**src/shared/nsd_pkg.sv**
```systemverilog
package nsd_pkg;
	localparam int unsigned CLK_MHZ = 250;
	localparam logic [11:0] SWAP_MASK = 12'hfc0;
	localparam logic [11:0] SWAP_CODE = 12'h380;
	localparam logic [11:0] DIRLD_MASK = 12'hff8;
	localparam logic [11:0] DIRLD_CODE = 12'h000;
	localparam int DEST_BIT = 5;
	localparam logic [2:0] PORT_FIRST = 3'h5;
	localparam logic [2:0] PORT_SECOND = 3'h6;
	localparam logic [2:0] PORT_THIRD = 3'h7;
	localparam logic [7:0] DIR_RESET = 8'hff;
	localparam logic [7:0] ACC_RESET = 8'h00;
	localparam int NUM_PORTS = 3;

	typedef enum logic [1:0] {
		NSD_IDLE,
		NSD_SWAP,
		NSD_DIRLD,
		NSD_OTHER
	} nsd_kind_type;

	typedef struct packed {
		logic [7:0] acc;
		logic acc_we;
		logic [4:0] file_addr;
		logic [7:0] file_wdata;
		logic file_we;
		logic [7:0] dir_first;
		logic [7:0] second_port_direction;
		logic [7:0] dir_third;
		logic illegal;
		nsd_kind_type kind;
	} nsd_state_type;

	typedef struct packed {
		logic [7:0] value;
		logic load;
	} nsd_dir_in_type;
endpackage

```
**src/design/nsd_dir_reg.sv**
```systemverilog
`timescale 1ns/100ps
`default_nettype none
module nsd_dir_reg
(
	input wire logic clk,
	input wire logic sys_rst,
	input wire nsd_pkg::nsd_dir_in_type din,
	output logic [7:0] dir
);
	logic [7:0] dir_r;
	logic [7:0] dir_nxt;

	always_comb
	begin
		dir_nxt = dir_r;
		if (din.load)
			dir_nxt = din.value;
	end

	// Set on reset so pins start as inputs with drivers off
	always_ff @(posedge clk or posedge sys_rst)
	begin
		if (sys_rst)
			dir_r <= nsd_pkg::DIR_RESET;
		else
			dir_r <= dir_nxt;
	end

	assign dir = dir_r;
endmodule
`default_nettype wire

```
**src/design/nsd_exec.sv**
```systemverilog
// Notes on behaviour
// - Swap result exchanges operand's two nibbles.
// - Destination clear: result to accumulator only.
// - Destination set: result written one cycle later at file_addr, the source register only while instr[4:0] is held.
// - Direction load accepts only selectors 5-7.
// - Direction load copies accumulator into selected register.
`timescale 1ns/100ps
`default_nettype none
module nsd_exec
(
	input wire logic clk,
	input wire logic sys_rst,
	input wire logic instr_valid,
	input wire logic [11:0] instr,
	input wire logic [7:0] file_rdata,
	output logic [4:0] file_addr,
	output logic [7:0] file_wdata,
	output logic file_we,
	output logic [7:0] acc,
	output logic acc_we,
	output logic [7:0] dir_first,
	output logic [7:0] second_port_direction,
	output logic [7:0] dir_third,
	output logic illegal,
	output logic swap_done,
	output logic dirld_done
);
	nsd_pkg::nsd_state_type st_r;
	nsd_pkg::nsd_state_type st_nxt;
	nsd_pkg::nsd_dir_in_type din [nsd_pkg::NUM_PORTS];
	logic [7:0] dir_q [nsd_pkg::NUM_PORTS];
	logic is_swap;
	logic is_dirld;
	logic [7:0] swapped;
	logic [2:0] sel;

	assign is_swap = instr_valid && ((instr & nsd_pkg::SWAP_MASK) == nsd_pkg::SWAP_CODE);
	assign is_dirld = instr_valid && ((instr & nsd_pkg::DIRLD_MASK) == nsd_pkg::DIRLD_CODE);
	assign swapped = {file_rdata[3:0], file_rdata[7:4]};
	assign sel = instr[2:0];

	// Operand address is combinational from the word so the file read lands in the same cycle
	assign file_addr = instr[4:0];

	always_comb
	begin
		for (int i = 0; i < nsd_pkg::NUM_PORTS; i++)
		begin
			din[i].value = st_r.acc;
			din[i].load = is_dirld && (sel == 3'(i + 5));
		end
	end

	genvar g;
	generate
		for (g = 0; g < nsd_pkg::NUM_PORTS; g++)
		begin : g_dir
			nsd_dir_reg nsd_dir_reg_i
			(
				.clk(clk),
				.sys_rst(sys_rst),
				.din(din[g]),
				.dir(dir_q[g])
			);
		end
	endgenerate

	// Swap and direction load retire in their own cycle; illegal, swap_done and dirld_done flag them on the next edge, other words raise no flag
	always_comb
	begin
		st_nxt = st_r;
		st_nxt.acc_we = 1'b0;
		st_nxt.file_we = 1'b0;
		st_nxt.illegal = 1'b0;
		st_nxt.kind = nsd_pkg::NSD_IDLE;
		st_nxt.file_addr = instr[4:0];
		st_nxt.dir_first = dir_q[0];
		st_nxt.second_port_direction = dir_q[1];
		st_nxt.dir_third = dir_q[2];
		if (is_swap)
		begin
			st_nxt.kind = nsd_pkg::NSD_SWAP;
			if (instr[nsd_pkg::DEST_BIT])
			begin
				st_nxt.file_wdata = swapped;
				st_nxt.file_we = 1'b1;
			end
			else
			begin
				st_nxt.acc = swapped;
				st_nxt.acc_we = 1'b1;
			end
		end
		else if (is_dirld)
		begin
			st_nxt.kind = nsd_pkg::NSD_DIRLD;
			// Selectors 0-4 leave every direction register alone
			if (sel < nsd_pkg::PORT_FIRST)
				st_nxt.illegal = 1'b1;
		end
		else if (instr_valid)
			st_nxt.kind = nsd_pkg::NSD_OTHER;
	end

	always_ff @(posedge clk or posedge sys_rst)
	begin
		if (sys_rst)
		begin
			st_r <= '0;
			st_r.acc <= nsd_pkg::ACC_RESET;
			st_r.dir_first <= nsd_pkg::DIR_RESET;
			st_r.second_port_direction <= nsd_pkg::DIR_RESET;
			st_r.dir_third <= nsd_pkg::DIR_RESET;
			st_r.kind <= nsd_pkg::NSD_IDLE;
		end
		else
			st_r <= st_nxt;
	end

	assign file_wdata = st_r.file_wdata;
	assign file_we = st_r.file_we;
	assign acc = st_r.acc;
	assign acc_we = st_r.acc_we;
	// Mirrors lag the internal direction registers by one cycle
	assign dir_first = st_r.dir_first;
	assign second_port_direction = st_r.second_port_direction;
	assign dir_third = st_r.dir_third;
	assign illegal = st_r.illegal;
	assign swap_done = (st_r.kind == nsd_pkg::NSD_SWAP);
	assign dirld_done = (st_r.kind == nsd_pkg::NSD_DIRLD);
endmodule
`default_nettype wire

```
**config.mk**
```make
export PLATFORM = sky130hd
export DESIGN_NAME = nsd_exec
export DESIGN_NICKNAME = d
export VERILOG_FILES = /design/src/shared/nsd_pkg.sv /design/src/design/nsd_dir_reg.sv /design/src/design/nsd_exec.sv
export SDC_FILE = /design/constraint.sdc
export NUM_CORES = 1
export LEC_CHECK = 0
export ABC_CLOCK_PERIOD_IN_PS = 2300
export BUFFER_PORTS_ARGS = -buffer_cell sky130_fd_sc_hd__buf_2
export CORE_MARGIN = 1.5
export CORE_UTILIZATION = 45
export DETAILED_ROUTE_END_ITERATION = 10
export HOLD_SLACK_MARGIN = 0.15
export PLACE_DENSITY = 0.69
export RECOVER_POWER = 50
export SYNTH_ARGS = -nofsm -noshare
export SYNTH_HDL_FRONTEND = slang
export SYNTH_HIERARCHICAL = 1
export SYNTH_SLANG_ARGS = --single-unit
```
**constraint.sdc**
```tcl
create_clock -name clk -period 2.3 [get_ports clk]
set_input_delay 0.23 -clock clk [delete_from_list [all_inputs] [get_ports clk]]
set_output_delay 0.23 -clock clk [all_outputs]
set_load 0.05 [all_outputs]
```
# Yosys cells after proc, flatten, opt, wreduce, memory -nomap -nowiden
# Index checks and enable logic that the tools add are counted.
[classes] reduce_logical=8 order_cmp=1 n_mux=10 bitwise=1 n_eq_ne=6
[op_table] operator="12-bit zero test" count=1
[op_table] operator="3-bit equality test (second input constant)" count=3
[op_table] operator="1-bit 2-to-1 mux" count=7
[op_table] operator="6-bit by 4-bit equality test with 1-bit output (second input constant)" count=1
[op_table] operator="2-bit 2-to-1 mux" count=3
[op_table] operator="1-bit logical AND" count=5
[op_table] operator="2-bit AND reduction" count=2
[op_table] operator="3-bit < comparator (second input constant)" count=1
[op_table] operator="2-bit by 1-bit equality test with 1-bit output (second input constant)" count=1
[op_table] operator="2-bit equality test (second input constant)" count=1
[op_table] operator="1-bit inverter" count=1
[totals] reg_bits=69 input_bits=23 elab_cells=38 output_inout_bits=50

# Longest topological paths before layout
# Gate-level depths: netlist of the first run.
[logic_depth] depth_word=4 ltp_mapped=5 mapped_depth_nobuf=4

# Hierarchy
# Netlist of the first run, hierarchy kept.
[modules_own_cells] module="nsd_exec" seq_area_each_um2=1156.1 area_each_um2=1934.4 n_inst=1 cells_per_inst=134
[modules_own_cells] module="nsd_dir_reg" seq_area_each_um2=210.2 area_each_um2=345.3 n_inst=3 cells_per_inst=18

# Worst setup path before layout of the first run
# No wires, ideal clock.
[synth_path] path_type="input -> register" from="input port instr[8]" to="register g_dir[1].nsd_dir_reg_i.dir_r[0]" n_path_buf=1 cell_stages=5 required_ps=2218 arrival_time_ps=1452 setup_time_ps=82 path_slack_ps=766 cell_sequence="nor4_1 > nand3_1 > nor4_1 > buf_6 > mux2_4"
[synth_lines] element="from (decl)" line="nsd_exec.sv:14" text="input wire logic [11:0] instr,"
[synth_lines] element="to (signal assigned)" line="nsd_dir_reg.sv:24" text="dir_r <= nsd_pkg::DIR_RESET;"
[synth_lines] element="to (signal assigned)" line="nsd_dir_reg.sv:26" text="dir_r <= dir_nxt;"
[synth_lines] element="to (decl)" line="nsd_dir_reg.sv:10" text="logic [7:0] dir_r;"

==> out/metrics.cfg, run 1 <==
[clocking]
cts_tree=done
cts.sink_count=69
h-tree-depth=3
cts_resized=0
cts_buffers=9
clock_path_buffers=2
root_buffer=clkbuf_8
clock_latency_ps=340
clk_pin_slew_worst_paths_ps=70

[yosys]
synth_cell_types=21
syn_nets=211
ys_seq_area_share_pct=60.2
async_flop_share_pct=100
synth_top_flop_cell=dfstp_2
syn_inst=188
syn_avg_cell_area_um2=15.8
syn-cell-area_um2=2970
synth_edf_count=0
yosys.area.top_type=dfstp_2
synth_top_cell_area_share_pct=42.5
ys_warn_count=6
ys_ff_latch=69
synthTopCellsByArea=dfstp_2 42%, mux2_4 20%, dfrtp_1 18%

[sta]
timing_hold_violations_final=0
fin_tns_setup_ps=0
max_freq_mhz=559
tightest_slew_ps=1190
grt_setup_unrepaired=false
setup_viol=0
maxSlewHeadroom_pct=20.6
clock_skew_ps=6.21
final_max_slew_viol_count=0
period_needed_ps=1790
fin_crit_sh_pct=77.7

[layout]
area_growth_pct=13.0
fillerInstances=539
diodes=0
drive_gt1_share_pct=61.8
finalNetCount=259

[worst_setup_path]
cp_data_arrival_time_ps=2060
rrSetupSlack_ps=1420
cp.required_ps=2570
crit_type=input pin to flip-flop
crit_chain=dlygate4sd3_1 -> buf_2 -> nor2_1 -> nand3_1 -> nor4b_2 -> buf_4 -> mux2_4
slowest_stage=dlygate4sd3_1
critical_path.endpoint_type=flip-flop
critPathLaunchType=input pin
slowest_delay_ps=530
crit_path_max_fanout=8

[detailed_routing]
wire_per_inst_um=15.5
drt_wl_total_um=4920
drc=0
first_pass_iters=3
vias_per_cell=4.58
detail-route-antenna-nets=0
drt-initial-drc-count=31
vias=1458

[power]
comb_power_share_pct=9.8
power_leakage_nw=1.58
seqPwrFrac_pct=50.1
power_switching_uw=632
ir_worst_vdd_v=0.000374
finalPower_mw=2.54
p_per_area_nw_per_um2=757
swShare_pct=24.9
clockPowerShare_pct=40.1
p_int_mw=1.91

[die]
die_width_um=84.2
placementRows=29
dieArea_um2=7100
start_util_pct=46.8
core_um2=6350
die_h_um=84.2
io_pins=73

[place]
hpwl_um=3360
io_buffer_count=72
place_congestion=0.695

[global_routing]
grt_pass1_vias=1572
antenna_found_initial=0
grt_pass1_wl_um=8140
grt_max_degree=33
grt-ovfl-total=0
grt_usage_pct=15.3

[run_status]
status=completed

[flow_run]
maxCapViolations=0

[hold_path]
hold_class=input pin to flip-flop

==> worst max-delay path, delay by kind of cell <==
family        cells  cell delay [ps]
buf+inv           3              910
mux               1              310
simple gates      3              600
==> cells in the mapped netlist (2+ instances only) <==
master and instances:
and2_1 2, buf_4 45, buf_6 4, dfrtp_1 21, dfstp_2 48, inv_1 5
mux2_4 40, nand2_1 5, nand3_1 2, nor2_1 2, nor2b_1 2, nor4_1 3
==> state kept, by name, summed over array words and instances, names as in the netlist <==
signal                   flops
file_wdata                   8
g_dir.nsd_dir_reg_i/dir     24
acc                          8
dir_third                    8
illegal                      1
second_port_direction        8
acc_we                       1
dir_first                    8
file_we                      1
st_r                         2
==> power by group through the flow <==
stage                     clock, mW  combinational [mW]  sequential (mW)
after floorplan                   0               0.215             1.28
after global placement            0               0.242             1.30
after detailed placement          0               0.245             1.30
after CTS                      1.05               0.258             1.28
after global routing           1.11               0.267             1.28
final                          1.02               0.250             1.27
==> repair_timing <==
action / 4_1_cts / 5_1_grt
buffers inserted: 0 / 0
hold buffers: 11 / 0
endpoints found under the hold margin: 62 / 0
==> logic make-up after synthesis <==
kind of cell	after synthesis	synth area share, %
buffers and inverters	55	14.2
DFF	69	60.2
AOI/OAI and AO/OA	1	0.168
and+or+nand+nor	23	5.27
muxes	40	20.2
==> per-stage QoR <==
| stage | cells | cell area (um2) | setup WS [ps] | util [%] | hold WS [ps] |
|---|---|---|---|---|---|
| floorplan | 188 | 2970 | 766 | - | 273 |
| global placement | 291 | 3070 | 548 | 48.3 | 359 |
| detailed placement | 291 | 3070 | 507 | 48.3 | 358 |
| CTS | 318 | 3390 | 517 | 53.3 | 151 |
| global route | 318 | 3360 | 282 | 52.9 | 162 |
| finish | 318 | 3360 | 512 | 52.9 | 163 |
==> metal layers <==
layer	part of all wire [%]	vias to the layer above	global-route usage (%)
li1	-	676	-
met1	45	716	20.0
met2	48	55	23.7
met3	5.3	11	3.34
met4	2.5	0	8.49
met5	0	-	0
==> final cells by class <==
cell class	count	area [um2]	area share [%]
sequential	69	1790	53.2
clock buffer	13	169	5.03
clock inverter	3	42.5	1.27
tap	77	96.3	2.87
timing repair buffer	87	484	14.4
inverter	5	18.8	0.559
multi-input combinational	64	759	22.6
==> final timing paths <==
kind | from | endpoint | depth (start not counted)
hold / removal | instr_valid | illegal | 3
hold reg to reg | g_dir[2].nsd_dir_reg_i/dir[2] | dir_third[2] | 0
setup reg to reg | acc[4] | acc[4] | 1
setup / recovery | instr[5] | g_dir[0].nsd_dir_reg_i/dir[1] | 7
max in group asynchronous | sys_rst | dir_first[1] | 4
min in group asynchronous | sys_rst | g_dir[2].nsd_dir_reg_i/dir[1] | 3
==> placed cells by master, fill, tap and decap left out, types with 5 or more instances in the layout <==
cell           netlist  routed
buf_2                0      59
mux2_4              40      40
dfstp_2             48      27
dfrtp_1             21      21
dfstp_1              0      21
clkbuf_1             0      14
clkbuf_8             0      12
dlygate4sd3_1        0      11
nand2_1              5       5
inv_1                5       5
Power figures use the tool's default switching activity.
==> run 2, diff against run 1 <==
- ABC_CLOCK_PERIOD_IN_PS: 2300 -> 1800
- clock period: 2.3 -> 1.8 ns (I/O delays scaled with it)
==> out/metrics.cfg, run 2 (same netlist as run 1, synthesis figures left out) <==
[global_routing]
grt_max_degree=21  ; was 33
grt-ovfl-total=0  ; unchanged
grt_pass1_vias=1568  ; was 1572
grt_usage_pct=15.3  ; about the same
antenna_found_initial=0  ; unchanged
grt_pass1_wl_um=8170  ; was 8140 um

[worst_setup_path]
cp.required_ps=2060  ; was 2570 ps
slowest_stage=dlygate4sd3_1  ; unchanged
r2r-start=acc[5]  ; was acc[4]
r2r_cells=1  ; unchanged
crit_buf_inv=3  ; unchanged
critPathLaunchType=input pin  ; unchanged
crit_chain=dlygate4sd3_1 -> clkbuf_1 -> nor2_1 -> nand3_2 -> nor4b_2 -> buf_4 -> mux2_4  ; was dlygate4sd3_1 -> buf_2 -> nor2_1 -> nand3_1 -> nor4b_2 -> buf_4 -> mux2_4
r2r-end=acc[5]  ; was acc[4]
path_depth=7  ; unchanged
crit_path_max_fanout=8  ; unchanged
rrSetupSlack_ps=900  ; was 1420 ps
critical_path.endpoint_type=flip-flop  ; unchanged
cp_data_arrival_time_ps=1940  ; was 2060 ps
cpLargestDelayFamily=buffers and inverters  ; unchanged
crit_type=input pin to flip-flop  ; unchanged
slowest_delay_ps=540  ; was 530 ps

[clocking]
cts_buffers=9  ; unchanged
root_buffer=clkbuf_8  ; unchanged
h-tree-depth=3  ; unchanged
clk_pin_slew_worst_paths_ps=70  ; about the same
cts_tree=done  ; unchanged
clock_latency_ps=330  ; was 340 ps
clock_path_buffers=2  ; unchanged
cts.sink_count=69  ; unchanged

[die]
die_width_um=84.2  ; unchanged
placementRows=29  ; unchanged
io_pins=73  ; unchanged
dieArea_um2=7100  ; unchanged
die_h_um=84.2  ; unchanged
start_util_pct=46.8  ; unchanged
core_um2=6350  ; unchanged

[layout]
diodes=0  ; unchanged
final_common_cell=buf_2  ; unchanged
layout_common_cells=59 x buf_2, 40 x mux2_4, 26 x dfstp_2, 22 x dfstp_1, 21 x dfrtp_1  ; was 59 x buf_2, 40 x mux2_4, 27 x dfstp_2, 21 x dfrtp_1, 21 x dfstp_1
area_growth_pct=15.2  ; was 13.0%
drive_gt1_share_pct=62.4  ; was 61.8%
finalNetCount=263  ; was 259
largest_reg_flops=24  ; unchanged
fillerInstances=542  ; was 539
final_util_pct=53.9  ; was 52.9%

[power]
power_leakage_nw=1.62  ; was 1.58 nW
p_per_area_nw_per_um2=972  ; was 757 nW/um2
ir_worst_vdd_v=0.000584  ; was 0.000374 V

[hold_path]
hold_path.startpoint=instr[1]  ; was instr_valid
holdPathStages=4  ; was 3
hold_end=illegal  ; unchanged
hold_class=input pin to flip-flop  ; unchanged

[sta]
grt_setup_unrepaired=false  ; unchanged
final_max_slew_viol_count=0  ; unchanged
fin_crit_sh_pct=93.6
period_needed_ps=1680
max_freq_mhz=594
clock_skew_ps=10.1  ; was 6.21 ps
tightest_slew_ps=733  ; was 1190 ps
timing_hold_violations_final=0  ; unchanged
setup_viol=0  ; unchanged
fin_tns_setup_ps=0  ; unchanged
maxSlewHeadroom_pct=51.1  ; was 20.6%

[detailed_routing]
drt_wl_total_um=4930  ; was 4920 um
drc=0  ; unchanged
drt-initial-drc-count=34  ; was 31
first_pass_iters=4  ; was 3
vias_per_cell=4.65  ; was 4.58
detail-route-antenna-nets=0  ; unchanged
vias=1498  ; was 1458
wire_per_inst_um=15.3  ; was 15.5 um

[place]
hpwl_um=3460  ; was 3360 um
place_congestion=0.706  ; was 0.695
io_buffer_count=72  ; unchanged

[run_status]
status=completed  ; unchanged

[flow_run]
maxCapViolations=0  ; unchanged

-- run 2: area by class of cell --
type	count	area (um2)	share of cell area, %
Sequential cell	69	1790	52.2
Inverter	5	18.8	0.549
Multi-Input combinational cell	64	776	22.7
Tap cell	77	96.3	2.82
Clock buffer	12	176	5.16
Timing Repair Buffer	91	514	15.0
Clock inverter	4	52.6	1.54
-- run 2: layer usage --
layer	part of all wire (%)	vias up	track usage [%]
met3	5.3	8	4.13
met2	48	58	23.4
li1	-	683	-
met4	1.8	0	8.05
met1	45	749	20.1
met5	0	-	0
-- run 2: worst max path at each step --
stage,from,endpoint
finish,instr[5],g_dir[0].nsd_dir_reg_i/dir[2]
global route,instr[5],g_dir[0].nsd_dir_reg_i/dir[4]
CTS,instr[5],g_dir[0].nsd_dir_reg_i/dir[2]
detailed placement,instr[8],g_dir[0].nsd_dir_reg_i/dir[3]
global placement,instr[8],g_dir[0].nsd_dir_reg_i/dir[2]
floorplan,instr[8],g_dir[1].nsd_dir_reg_i/dir[0]
-- run 2: per-stage QoR --
step	cell area, um2	hold WS [ps]	setup slack [ps]	total power, mW	std cells
6_report	3420	193	116	3.32	322
2_1_floorplan	2970	223	316	1.91	188
4_1_cts	3440	175	89.3	3.37	322
3_3_place_gp	3080	223	97.5	1.97	293
5_1_grt	3420	203	48.2	3.46	322
3_5_place_dp	3080	228	78.9	1.97	293
-- run 2: report_power, final --
group	total, mW	internal (mW)	switching, mW
clock network	1.37	0.802	0.568
registers	1.63	1.59	0.0419
logic	0.326	0.106	0.220
total	3.32	2.49	0.830
-- run 2: repair_timing --
item                                    in CTS  in global routing
hold endpoints to repair                    54                  0
hold buffers                                13                  0
gates resized for setup                      0                  1
endpoints found under the setup margin       0                  1
buffers inserted                             0                  0
